$ cat src/inc/pwm_timer_params.svh
// Constants for the six-channel PWM timer
`ifndef PWM_TIMER_PARAMS_SVH
`define PWM_TIMER_PARAMS_SVH
`define CNT_W 16
`define NUM_CH 6
`define PS_W 3
`define PS_EXT 3'h7
`define PS_MAX_SHIFT 3'h6
`define CNT_ZERO 16'h0000
`define CNT_ONE 16'h0001
`define DIV_ZERO 6'h00
`define ELS_CLEAR 2'h2
`define ELS_SET 2'h3
`define ELS_TOGGLE 2'h1
`endif

$ cat src/inc/pwm_timer_pkg.sv
// Types for the six-channel PWM timer
`include "pwm_timer_params.svh"
package pwm_timer_pkg;
  typedef logic [`CNT_W-1:0] count_t;
  typedef logic [`NUM_CH-1:0] chmask_t;
  typedef enum logic [1:0] {
    mode_off = 2'b00,
    mode_single = 2'b01,
    mode_pair = 2'b10
  } ch_mode_e;
endpackage

$ cat src/hdl/tick_divider.sv
// Prescaler producing the counter tick enable
`timescale 1ns/1ps
`default_nettype none
`include "pwm_timer_params.svh"
module tick_divider
  import pwm_timer_pkg::*;
(
  input wire logic core_clk,
  input wire logic rstn,
  input wire logic clear,
  input wire logic [`PS_W-1:0] prescale_select,
  input wire logic external_count_clock,
  output logic tick
);
  typedef struct packed {
    logic [5:0] div;
    logic ext_prev;
  } div_s;
  div_s st;
  div_s next_st;
  logic [5:0] mask;

  always_comb begin
    next_st = st;
    mask = 6'(({6'h00, 1'b1} << prescale_select) - 7'h01);
    tick = 1'b0;
    next_st.ext_prev = external_count_clock;
    if (prescale_select == `PS_EXT) begin
      // Rising edge of the outside clock, taken as synchronous
      tick = external_count_clock & ~st.ext_prev;
    end else begin
      tick = ((st.div & mask) == `DIV_ZERO);
      next_st.div = 6'(st.div + 6'h01);
    end
    if (clear) begin
      next_st.div = `DIV_ZERO;
    end
  end

  always_ff @(posedge core_clk or negedge rstn) begin
    if (!rstn) begin
      st <= '0;
    end else begin
      st <= next_st;
    end
  end
endmodule
`default_nettype wire

$ cat src/hdl/pwm_timer.sv
// Six-channel 16-bit PWM timer with buffered channel pairs
//
// Overview of operation
// - Toggle enabled pins when counter hits limit.
// - Compare match applies selected pin action.
// - Limit 255 at divide one: 256 clocks.
// - Compare 128 of 256 gives half duty.
// - Even link bit pairs even with odd.
// - Last written set takes over at overflow.
// - Even controls pair; odd pin released.
// - Pair link beats single mode select.
// - No overflow toggle gives zero duty.
// - Full-duty force plus toggle gives 100%.
// - Unbuffered compare value acts at once.
// - Overflow flag set at period limit.
// - Channel flag set on compare.
// - Counter clear zeroes counter and prescaler.
// - Prescale select divides or picks outside clock.
`timescale 1ns/1ps
`default_nettype none
`include "pwm_timer_params.svh"
module pwm_timer
  import pwm_timer_pkg::*;
(
  input wire logic core_clk,
  input wire logic rstn,
  input wire logic counter_halt,
  input wire logic counter_clear,
  input wire logic [`PS_W-1:0] prescale_select,
  input wire logic external_count_clock,
  input wire logic overflow_irq_enable,
  input wire logic overflow_flag_clear,
  input wire count_t period_limit,
  input wire count_t compare_wdata,
  input wire chmask_t compare_write,
  input wire chmask_t pair_link_select,
  input wire chmask_t single_mode_select,
  input wire chmask_t overflow_toggle_enable,
  input wire chmask_t full_duty_force,
  input wire logic [2*`NUM_CH-1:0] edge_level_select,
  input wire chmask_t channel_irq_enable,
  input wire chmask_t channel_flag_clear,
  output count_t counter_value,
  output logic overflow_flag,
  output logic overflow_irq,
  output chmask_t channel_event_flag,
  output logic channel_irq,
  output chmask_t channel_out,
  output chmask_t channel_out_en,
  output logic [2:0] pair_active_odd
);
  typedef struct packed {
    count_t cnt;
    count_t [`NUM_CH-1:0] cmp;
    chmask_t pin;
    logic [2:0] odd_sel;
    logic [2:0] odd_pend;
    logic ovf;
    chmask_t chf;
  } state_s;
  state_s st;
  state_s next_st;
  logic tick;
  logic at_limit;
  logic overflow;
  chmask_t linked;
  count_t active_cmp;
  count_t stepped;
  chmask_t hit;
  ch_mode_e mode;

  tick_divider u_div (
    .core_clk(core_clk),
    .rstn(rstn),
    .clear(counter_clear),
    .prescale_select(prescale_select),
    .external_count_clock(external_count_clock),
    .tick(tick)
  );

  ////////////////////////////////////////////////////////////////////////////
  // Channel mode decode, used for every channel
  function automatic ch_mode_e chan_mode(input logic link_b, input logic single_a);
    if (link_b) begin
      chan_mode = mode_pair;
    end else if (single_a) begin
      chan_mode = mode_single;
    end else begin
      chan_mode = mode_off;
    end
  endfunction

  function automatic logic compare_level(input logic [1:0] els, input logic cur);
    case (els)
      `ELS_CLEAR: compare_level = 1'b0;
      `ELS_SET: compare_level = 1'b1;
      `ELS_TOGGLE: compare_level = ~cur;
      default: compare_level = cur;
    endcase
  endfunction

  ////////////////////////////////////////////////////////////////////////////
  always_comb begin
    next_st = st;
    active_cmp = `CNT_ZERO;
    mode = mode_off;
    hit = '0;
    at_limit = (st.cnt == period_limit);
    stepped = at_limit ? `CNT_ZERO : count_t'(st.cnt + `CNT_ONE);
    overflow = tick & ~counter_halt & at_limit;
    // Odd channels of a linked pair are slaved to their even partner
    linked = '0;
    for (int p = 0; p < 3; p++) begin
      linked[2*p+1] = pair_link_select[2*p];
    end
    // Counter
    if (tick & ~counter_halt) begin
      next_st.cnt = stepped;
    end
    if (counter_clear) begin
      next_st.cnt = `CNT_ZERO;
    end
    // Compare writes take effect at once
    for (int c = 0; c < `NUM_CH; c++) begin
      if (compare_write[c]) begin
        next_st.cmp[c] = compare_wdata;
      end
    end
    // Track the most recently written set of each pair
    for (int p = 0; p < 3; p++) begin
      if (compare_write[2*p+1]) begin
        next_st.odd_pend[p] = 1'b1;
      end else if (compare_write[2*p]) begin
        next_st.odd_pend[p] = 1'b0;
      end
      if (!pair_link_select[2*p]) begin
        // Unlinked pair restarts on the even set
        next_st.odd_sel[p] = 1'b0;
        next_st.odd_pend[p] = 1'b0;
      end else if (overflow) begin
        next_st.odd_sel[p] = next_st.odd_pend[p];
      end
    end
    // Pin logic; a compare acts as the counter steps onto the compare value,
    // so the pulse lasts exactly the compare value in counts
    for (int c = 0; c < `NUM_CH; c++) begin
      mode = chan_mode(pair_link_select[c] & ~c[0], single_mode_select[c]);
      active_cmp = st.cmp[c];
      // The set chosen at an overflow already governs the period it starts
      if (mode == mode_pair && next_st.odd_sel[c/2]) begin
        active_cmp = st.cmp[c | 1];
      end
      hit[c] = (mode != mode_off) && !linked[c] && tick && !counter_halt && (stepped == active_cmp);
      if (hit[c]) begin
        next_st.chf[c] = 1'b1;
        // Full duty keeps the pulse level, so its compare only raises the flag
        if (!full_duty_force[c]) begin
          next_st.pin[c] = compare_level(edge_level_select[2*c +: 2], st.pin[c]);
        end
      end
      if (mode != mode_off && !linked[c] && overflow && overflow_toggle_enable[c]) begin
        // Max duty keeps the pin at the pulse level across the period
        if (full_duty_force[c]) begin
          next_st.pin[c] = ~compare_level(edge_level_select[2*c +: 2], st.pin[c]);
        end else begin
          next_st.pin[c] = ~st.pin[c];
        end
      end
      // Without overflow toggle the compare level just holds: zero duty
      if (channel_flag_clear[c] && !hit[c]) begin
        // A compare in the clearing cycle wins over the clear
        next_st.chf[c] = 1'b0;
      end
    end
    if (overflow) begin
      next_st.ovf = 1'b1;
    end else if (overflow_flag_clear) begin
      next_st.ovf = 1'b0;
    end
  end

  always_ff @(posedge core_clk or negedge rstn) begin
    if (!rstn) begin
      st <= '0;
    end else begin
      st <= next_st;
    end
  end

  ////////////////////////////////////////////////////////////////////////////
  always_comb begin
    counter_value = st.cnt;
    overflow_flag = st.ovf;
    overflow_irq = st.ovf & overflow_irq_enable;
    channel_event_flag = st.chf;
    channel_irq = |(st.chf & channel_irq_enable & ~linked);
    channel_out = st.pin;
    pair_active_odd = st.odd_sel;
    for (int c = 0; c < `NUM_CH; c++) begin
      channel_out_en[c] = (pair_link_select[c] & ~c[0]) | single_mode_select[c];
    end
    channel_out_en = channel_out_en & ~linked;
  end
endmodule
`default_nettype wire

$ cat config.mk
export PLATFORM = sky130hd
export DESIGN_NAME = pwm_timer
export DESIGN_NICKNAME = d
export VERILOG_FILES = /design/src/inc/pwm_timer_pkg.sv /design/src/hdl/tick_divider.sv /design/src/hdl/pwm_timer.sv
export VERILOG_INCLUDE_DIRS = /design/src /design/src/inc
export SDC_FILE = /design/constraint.sdc
export NUM_CORES = 1
export LEC_CHECK = 0
export ABC_AREA = 1
export BUFFER_PORTS_ARGS = -buffer_cell sky130_fd_sc_hd__buf_2
export CELL_PAD_IN_SITES_DETAIL_PLACEMENT = 2
export CELL_PAD_IN_SITES_GLOBAL_PLACEMENT = 2
export CORE_MARGIN = 1.5
export CORE_UTILIZATION = 32
export CTS_CLUSTER_SIZE = 14
export DETAILED_ROUTE_END_ITERATION = 6
export PLACE_DENSITY_LB_ADDON = 0.1
export SYNTH_ARGS = -nofsm -noshare
export SYNTH_HDL_FRONTEND = slang
export SYNTH_SLANG_ARGS = --single-unit
$ cat constraint.sdc
create_clock -name core_clk -period 3.1 [get_ports core_clk]
set_input_delay 0.62 -clock core_clk [delete_from_list [all_inputs] [get_ports core_clk]]
set_output_delay 0.62 -clock core_clk [all_outputs]
set_load 0.01 [all_outputs]
# --- After elaboration in Yosys (flattened, before gate mapping) ---
# Cells that the tools add are included.
# Widths: inputs -> output; s select.
op_classes:
  addsub: 3
  n_eq_ne: 36
  shifts: 1
  n_mux: 89
  bitwise_logic: 26
  n_reduce_logical: 80
op_table:
  columns: ["op", "count"]
  rows:
  - ["$eq 16x16->1", 7]
  - ["$mux 16", 6]
  - ["$mux 1", 72]
  - ["$logic_and 1x1->1", 42]
  - ["$reduce_bool 2->1", 20]
  - ["$eq 2x2->1 const B", 15]
  - ["$and 6x6->6", 4]
  - ["$pmux 1 s3", 6]
  - ["$add 16x1->16 const B", 1]
  - ["$not 1->1", 14]
  - ["$eq 2x1->1 const B", 6]
  - ["$mux 6", 2]
  - ["$ne 2x1->1 const B", 6]
  - ["$reduce_and 2->1", 6]
  - ["$logic_not 1->1", 10]
  - ["$add 6x1->6 const B", 1]
  - ["$logic_not 6->1", 1]
  - ["$mux 2", 3]
  - ["$not 6->6", 1]
  - ["$reduce_or 6->1", 1]
  - ["$shl 1x3->6 const A", 1]
  - ["$sub 6x1->6 const B", 1]
  - ["$and 1x1->1", 4]
  - ["$eq 3x3->1 const B", 1]
  - ["2 further kinds", 4]
word_totals:
  ff_bits: 138
  in_bits: 96
  output_inout_bits: 40
  wordCells: 259

# --- Depth between registers and ports, before layout ---
logic_depth:
  ltp_word: 16
  depth_mapped: 23
  depth_no_buf: 23

# --- By module ---
# Synthesis repeated with hierarchy kept, for this count alone.
unflattened:
  hier_cells: 1329
  hier_area_um2: 9043.7
by_module_without_submodules:
  columns: ["module", "n_inst", "cells_each", "area_per_inst_um2", "seq_area_each_um2"]
  rows:
  - ["pwm_timer", 1, 1260, 8540.7, 3278.1]
  - ["tick_divider", 1, 69, 503.0, 175.2]

# --- Worst setup path after synthesis ---
# OpenSTA, ideal clock, no wires.
synth_path:
  path_kind: "input-to-reg"
  start: "input prescale_select[0]"
  end: "register st, in the netlist channel_out[4]"
  setup_ns: 0.125
  arrival_time_ns: 2.896
  required_ns: 2.975
  slack_ns: 0.079
  path_stages: 21
  path_buffers: 1
  cell_sequence: "nor2_1 -> nand2_1 -> ha_1 -> or2_2 -> nand2_1 -> nor2_1 -> nand3_1 -> nand2_1 -> nand3_4 -> nand2_2 -> nand2_2 -> buf_2 -> nand3_1 -> nand3_1 -> o21ai_1 -> nor2_1 -> nand2_1 -> nor2_1 -> nand3_1 -> nand2_1 -> nand3_1"
synth_between:
  elab_chain_cells: 15
  elab_cells_between_ends: 22
  cone_classes: "add/sub: 1; eq/ne: 3; shift: 1; mux: 5; bitwise: 3; reduce/logical: 9"
synth_rtl:
  columns: ["item", "line_no", "text"]
  rows:
  - ["start, declared", "pwm_timer.sv:29", "input wire logic [`PS_W-1:0] prescale_select,"]
  - ["$shl 1x3->6", "tick_divider.sv:25", "mask = 6'(({6'h00, 1'b1} << prescale_select) - 7'h01);"]
  - ["$sub 6x1->6", "tick_divider.sv:25", null]
  - ["$and 6x6->6", "tick_divider.sv:32", "tick = ((st.div & mask) == `DIV_ZERO);"]
  - ["$logic_not 6->1 (no source line)", null, null]
  - ["$mux 1 *", "tick_divider.sv:28", "if (prescale_select == `PS_EXT) begin"]
  - ["$and 1x1->1 (2 in a row)", "pwm_timer.sv:110", "overflow = tick & ~counter_halt & at_limit;"]
  - ["$mux 1", "pwm_timer.sv:140", "end else if (overflow) begin"]
  - ["$mux 1", "pwm_timer.sv:136", "if (!pair_link_select[2*p]) begin"]
  - ["$logic_and 1x1->1", "pwm_timer.sv:150", "if (mode == mode_pair && next_st.odd_sel[c/2]) begin"]
  - ["$mux 16", "pwm_timer.sv:150", null]
  - ["$eq 16x16->1", "pwm_timer.sv:153", "hit[c] = (mode != mode_off) && !linked[c] && tick && !counter_halt && (stepped == active_cmp);"]
  - ["$logic_and 1x1->1", "pwm_timer.sv:153", null]
  - ["$reduce_bool 2->1 (no source line)", null, null]
  - ["$reduce_and 2->1 (no source line)", null, null]
  - ["end signal, assigned", "pwm_timer.sv:186", "st <= next_st;"]
  - ["end, declared", "pwm_timer.sv:61", "state_s st;"]
# Every way passes the cells marked *; elsewhere a longest branch is shown, timed or not.
# A chain may end at the register's enable or synchronous reset.

# --- Worst setup path after layout ---
layout_path:
  start: "register st, in the netlist counter_value[7]"
  end: "register st, in the netlist channel_out[2]"
layout_between:
  elab_chain_cells: 10
  elab_cells_between_ends: 16
  cone_classes: "add/sub: 1; eq/ne: 3; mux: 5; bitwise: 1; reduce/logical: 6"
layout_rtl:
  columns: ["item"]
  rows:
  - ["branches (longest 10 deep; another with $add 16x1->16)"]
# Parallel ways; which one is timed is not known.

==> impl_metrics.toml <==
[floorplan]
core_area_um2 = 27100
pin_count = 136
die_x_um = 169
die_h_um = 169
start_util = 0.327
die_area_um2 = 28700
placement_rows = 60

[route]
met1_length_um = 16800
num_vias = 9587
drc = 0
routed-wl-met3_um = 1130
first_iter_violations = 423
drt-total-wl_um = 38200
drt-vias-per-instance = 5.04
highest_layer = "met4"
drtAntennaViolNets = 0
wl_met2_um = 19400
wire_per_inst_um = 20.1
dr.pass1.iters = 5

[timing]
drv_slew = 0
fin_skew_ns = 0.0154
fin_hold_ws_ns = 0.162
finalHoldViolCount = 0
setup_viol = 1
max_clock_freq_mhz = 319
fin_crit_sh = 1.01
max_slew_margin = 0.534
fin_ws_ns = -0.0392
period_needed_ns = 3.14
tightest_slew_ns = 0.699

[clock_tree]
cts.htree.levels = 4
cts_root_buffer = "clkbuf_16"
clock-sinks = 138
cts_tree = "done"
cts_buffers = 17
insertion_delay_ns = 0.44
postCtsHoldBufs = 0
clockBufferDepth = 2
clk_pin_slew_ns = 0.07

[placement]
detailed_place_hpwl_um = 27100
portBuffers = 132
gp_congestion = 0.823
placed_area_um2 = 10500

[global_routing]
track_usage = 0.259
grt_pass1_vias = 10300
antenna_found_initial = 0
grt-ovfl-total = 0
grt_max_degree = 64
grt_pass1_wl_um = 57000

[setup_path]
start_kind = "flop"
critPathRequiredTime_ns = 3.42
arrival_ns = 3.45
end_kind = "flop"
crit_type = "flop to flop"
crit_path_max_fanout = 5

[pwr]
power.density_nw_per_um2 = 443
internal_power_uw = 3710
pwr-share-seq = 0.383
peakVddDrop_mv = 0.286
combPwrFrac = 0.176
p_leak_uw = 0.00616
power_frac_clock = 0.441
p_sw_uw = 1530
p_sw_frac = 0.293

[final_layout]
nets = 1617
multi_input_area_um2 = 4810
nFillCells = 3247
layout-drive-gt1-share = 0.275
regArea_um2 = 3460
finish.instance_area_um2 = 11800
syn2layout_area_growth_pct = 33.5
diodes = 0
fin_util = 0.437

[run]
drv_cap = 0

[logic_synthesis]
synth_area_um2 = 8870
syn_nets = 1394
ys_seq_area_frac = 0.389
synth_cell_types = 40
ys_ff_latch = 138
synth.avg_cell_area_um2 = 6.85
postSynthCellCount = 1295
synth_warnings = 0

[status]
violations = "setup timing"
status = "complete, but fails checks"

[hold_path]
hold_path.class = "input pin to async pin"
routing by layer:
metal  vias up  GRT usage
li1       4534          -
met1      4852      0.334
met2       157      0.459
met3        44     0.0243
met4         0     0.0758
met5         -          0
registers in the layout (all words and copies together), names as in the netlist:
| register | flops |
|---|---|
| channel_out | 6 |
| channel_event_flag | 6 |
| pair_active_odd | 3 |
| u_div.st | 7 |
| overflow_flag | 1 |
| active_cmp | 16 |
| st | 83 |
| counter_value | 16 |
critical path, cell delays in order (launching register included):
cell and delay [ns]:
dfrtp_2 0.46, xnor2_1 0.17, nand2_1 0.08, nor2_2 0.13
nand2_2 0.08, nor2_4 0.26, buf_8 0.17, nand4_1 0.21
buf_4 0.23, nand3_4 0.12, buf_6 0.12, nand2_2 0.05
nand2_2 0.08, o21ai_1 0.10, nor2_1 0.18, nand2_1 0.09
nor2_1 0.11, buf_4 0.15, nand3_2 0.08, nand2_1 0.08
nand3_1 0.06
synth_stat cells (all sizes together):
cell type  number  area (um2)
xnor2          10        87.6
o21ai          96         480
a22o            1        8.76
dfrtp         138        3450
a21oi          20         100
or2             4        25.0
o22ai          13        81.3
nand3         135         706
nor3b           2        20.0
ha              3        37.5
o31ai           1        7.51
xor2           35         307
mux2            8        90.1
nor4            4        31.3
nor2          102         408
or3             3        18.8
nor3           21         116
buf            42         313
nand4          15        93.8
clkbuf         19        71.3
inv           159         597
and3            1        6.26
nand2         454        1750
o211ai          4        30.0
a31oi           4        25.0
clkinv          1        3.75
power by group through the flow:
stage                     clock (uW)  sequential (uW)  combinational, uW
after detailed placement           0             2030                834
final                           2310             2010                924
after global placement             0             2030                795
after floorplan                    0             2010                461
after global routing            2420             2020               1030
after CTS                       2340             2000                868
metrics by stage:
stage	cells	total power, uW	worst slack (ns)	TNS, ns
after CTS	1885	5210	0.0182	0
final	1901	5240	-0.0392	-0.0392
after floorplan	1295	2470	0.0792	0
after detailed placement	1843	2870	-0.591	-3.83
after global routing	1901	5470	-0.149	-0.650
after global placement	1843	2820	-0.422	-2.32
cell usage in the layout, fill, tap and decap left out, types with 3 or more instances in the layout:
cell,n
nand2_4,9
o21ai_0,89
nand3_4,4
or2_2,3
nor2_2,16
buf_2,129
nand2_2,27
clkinv_4,3
or3_1,3
o21ai_1,6
nand3_1,114
nand2_8,3
buf_6,12
a31oi_1,4
o211ai_1,4
nand3_2,18
bufinv_16,5
dfrtp_2,6
inv_1,146
nor3_1,17
xnor2_1,8
nand4_1,15
mux2_2,8
o22ai_1,13
nand2_1,415
a21oi_1,19
buf_4,111
nor2_1,79
nor3_2,3
clkbuf_16,19
nor2_4,7
dfrtp_1,132
buf_12,8
xor2_1,35
inv_2,10
kinds of logic after synthesis:
family          Yosys count  share of synthesized area
simple gates            741                      0.358
mux                       8                     0.0102
fa+ha+maj                 3                    0.00423
buf+inv                 221                      0.111
compound gates          139                     0.0827
xor+xnor                 45                     0.0444
flops                   138                      0.389
area by class of cell:
type | count | area share
well taps | 372 | 0.0393
multi-input cells | 937 | 0.406
inverters | 160 | 0.0515
clock inverters | 11 | 0.0165
repair buffers | 264 | 0.157
flip-flops and latches | 138 | 0.292
clock buffers | 19 | 0.0374
final timing paths:
check	startpoint	endpoint	slack, ns	cells after the start
setup / recovery	counter_value[7]	channel_out[2]	-0.04	20
hold / removal	rstn	st[68]	0.16	1
setup reg to reg	counter_value[7]	channel_out[2]	-0.04	20
hold reg to reg	st[22]	st[22]	0.47	2
max in group asynchronous	rstn	st[98]	2.16	2
min in group core_clk	external_count_clock	u_div.st[0]	0.32	1
what timing repair did:
item                                   CTS  global route
pin swaps                               22            47
endpoints found under the hold margin    0             0
gates resized for setup                 28           100
setup buffers                           11            14
cloned                                   1             2
setup endpoints to repair                8            10
Note: power is estimated with default switching activity, not from simulation.
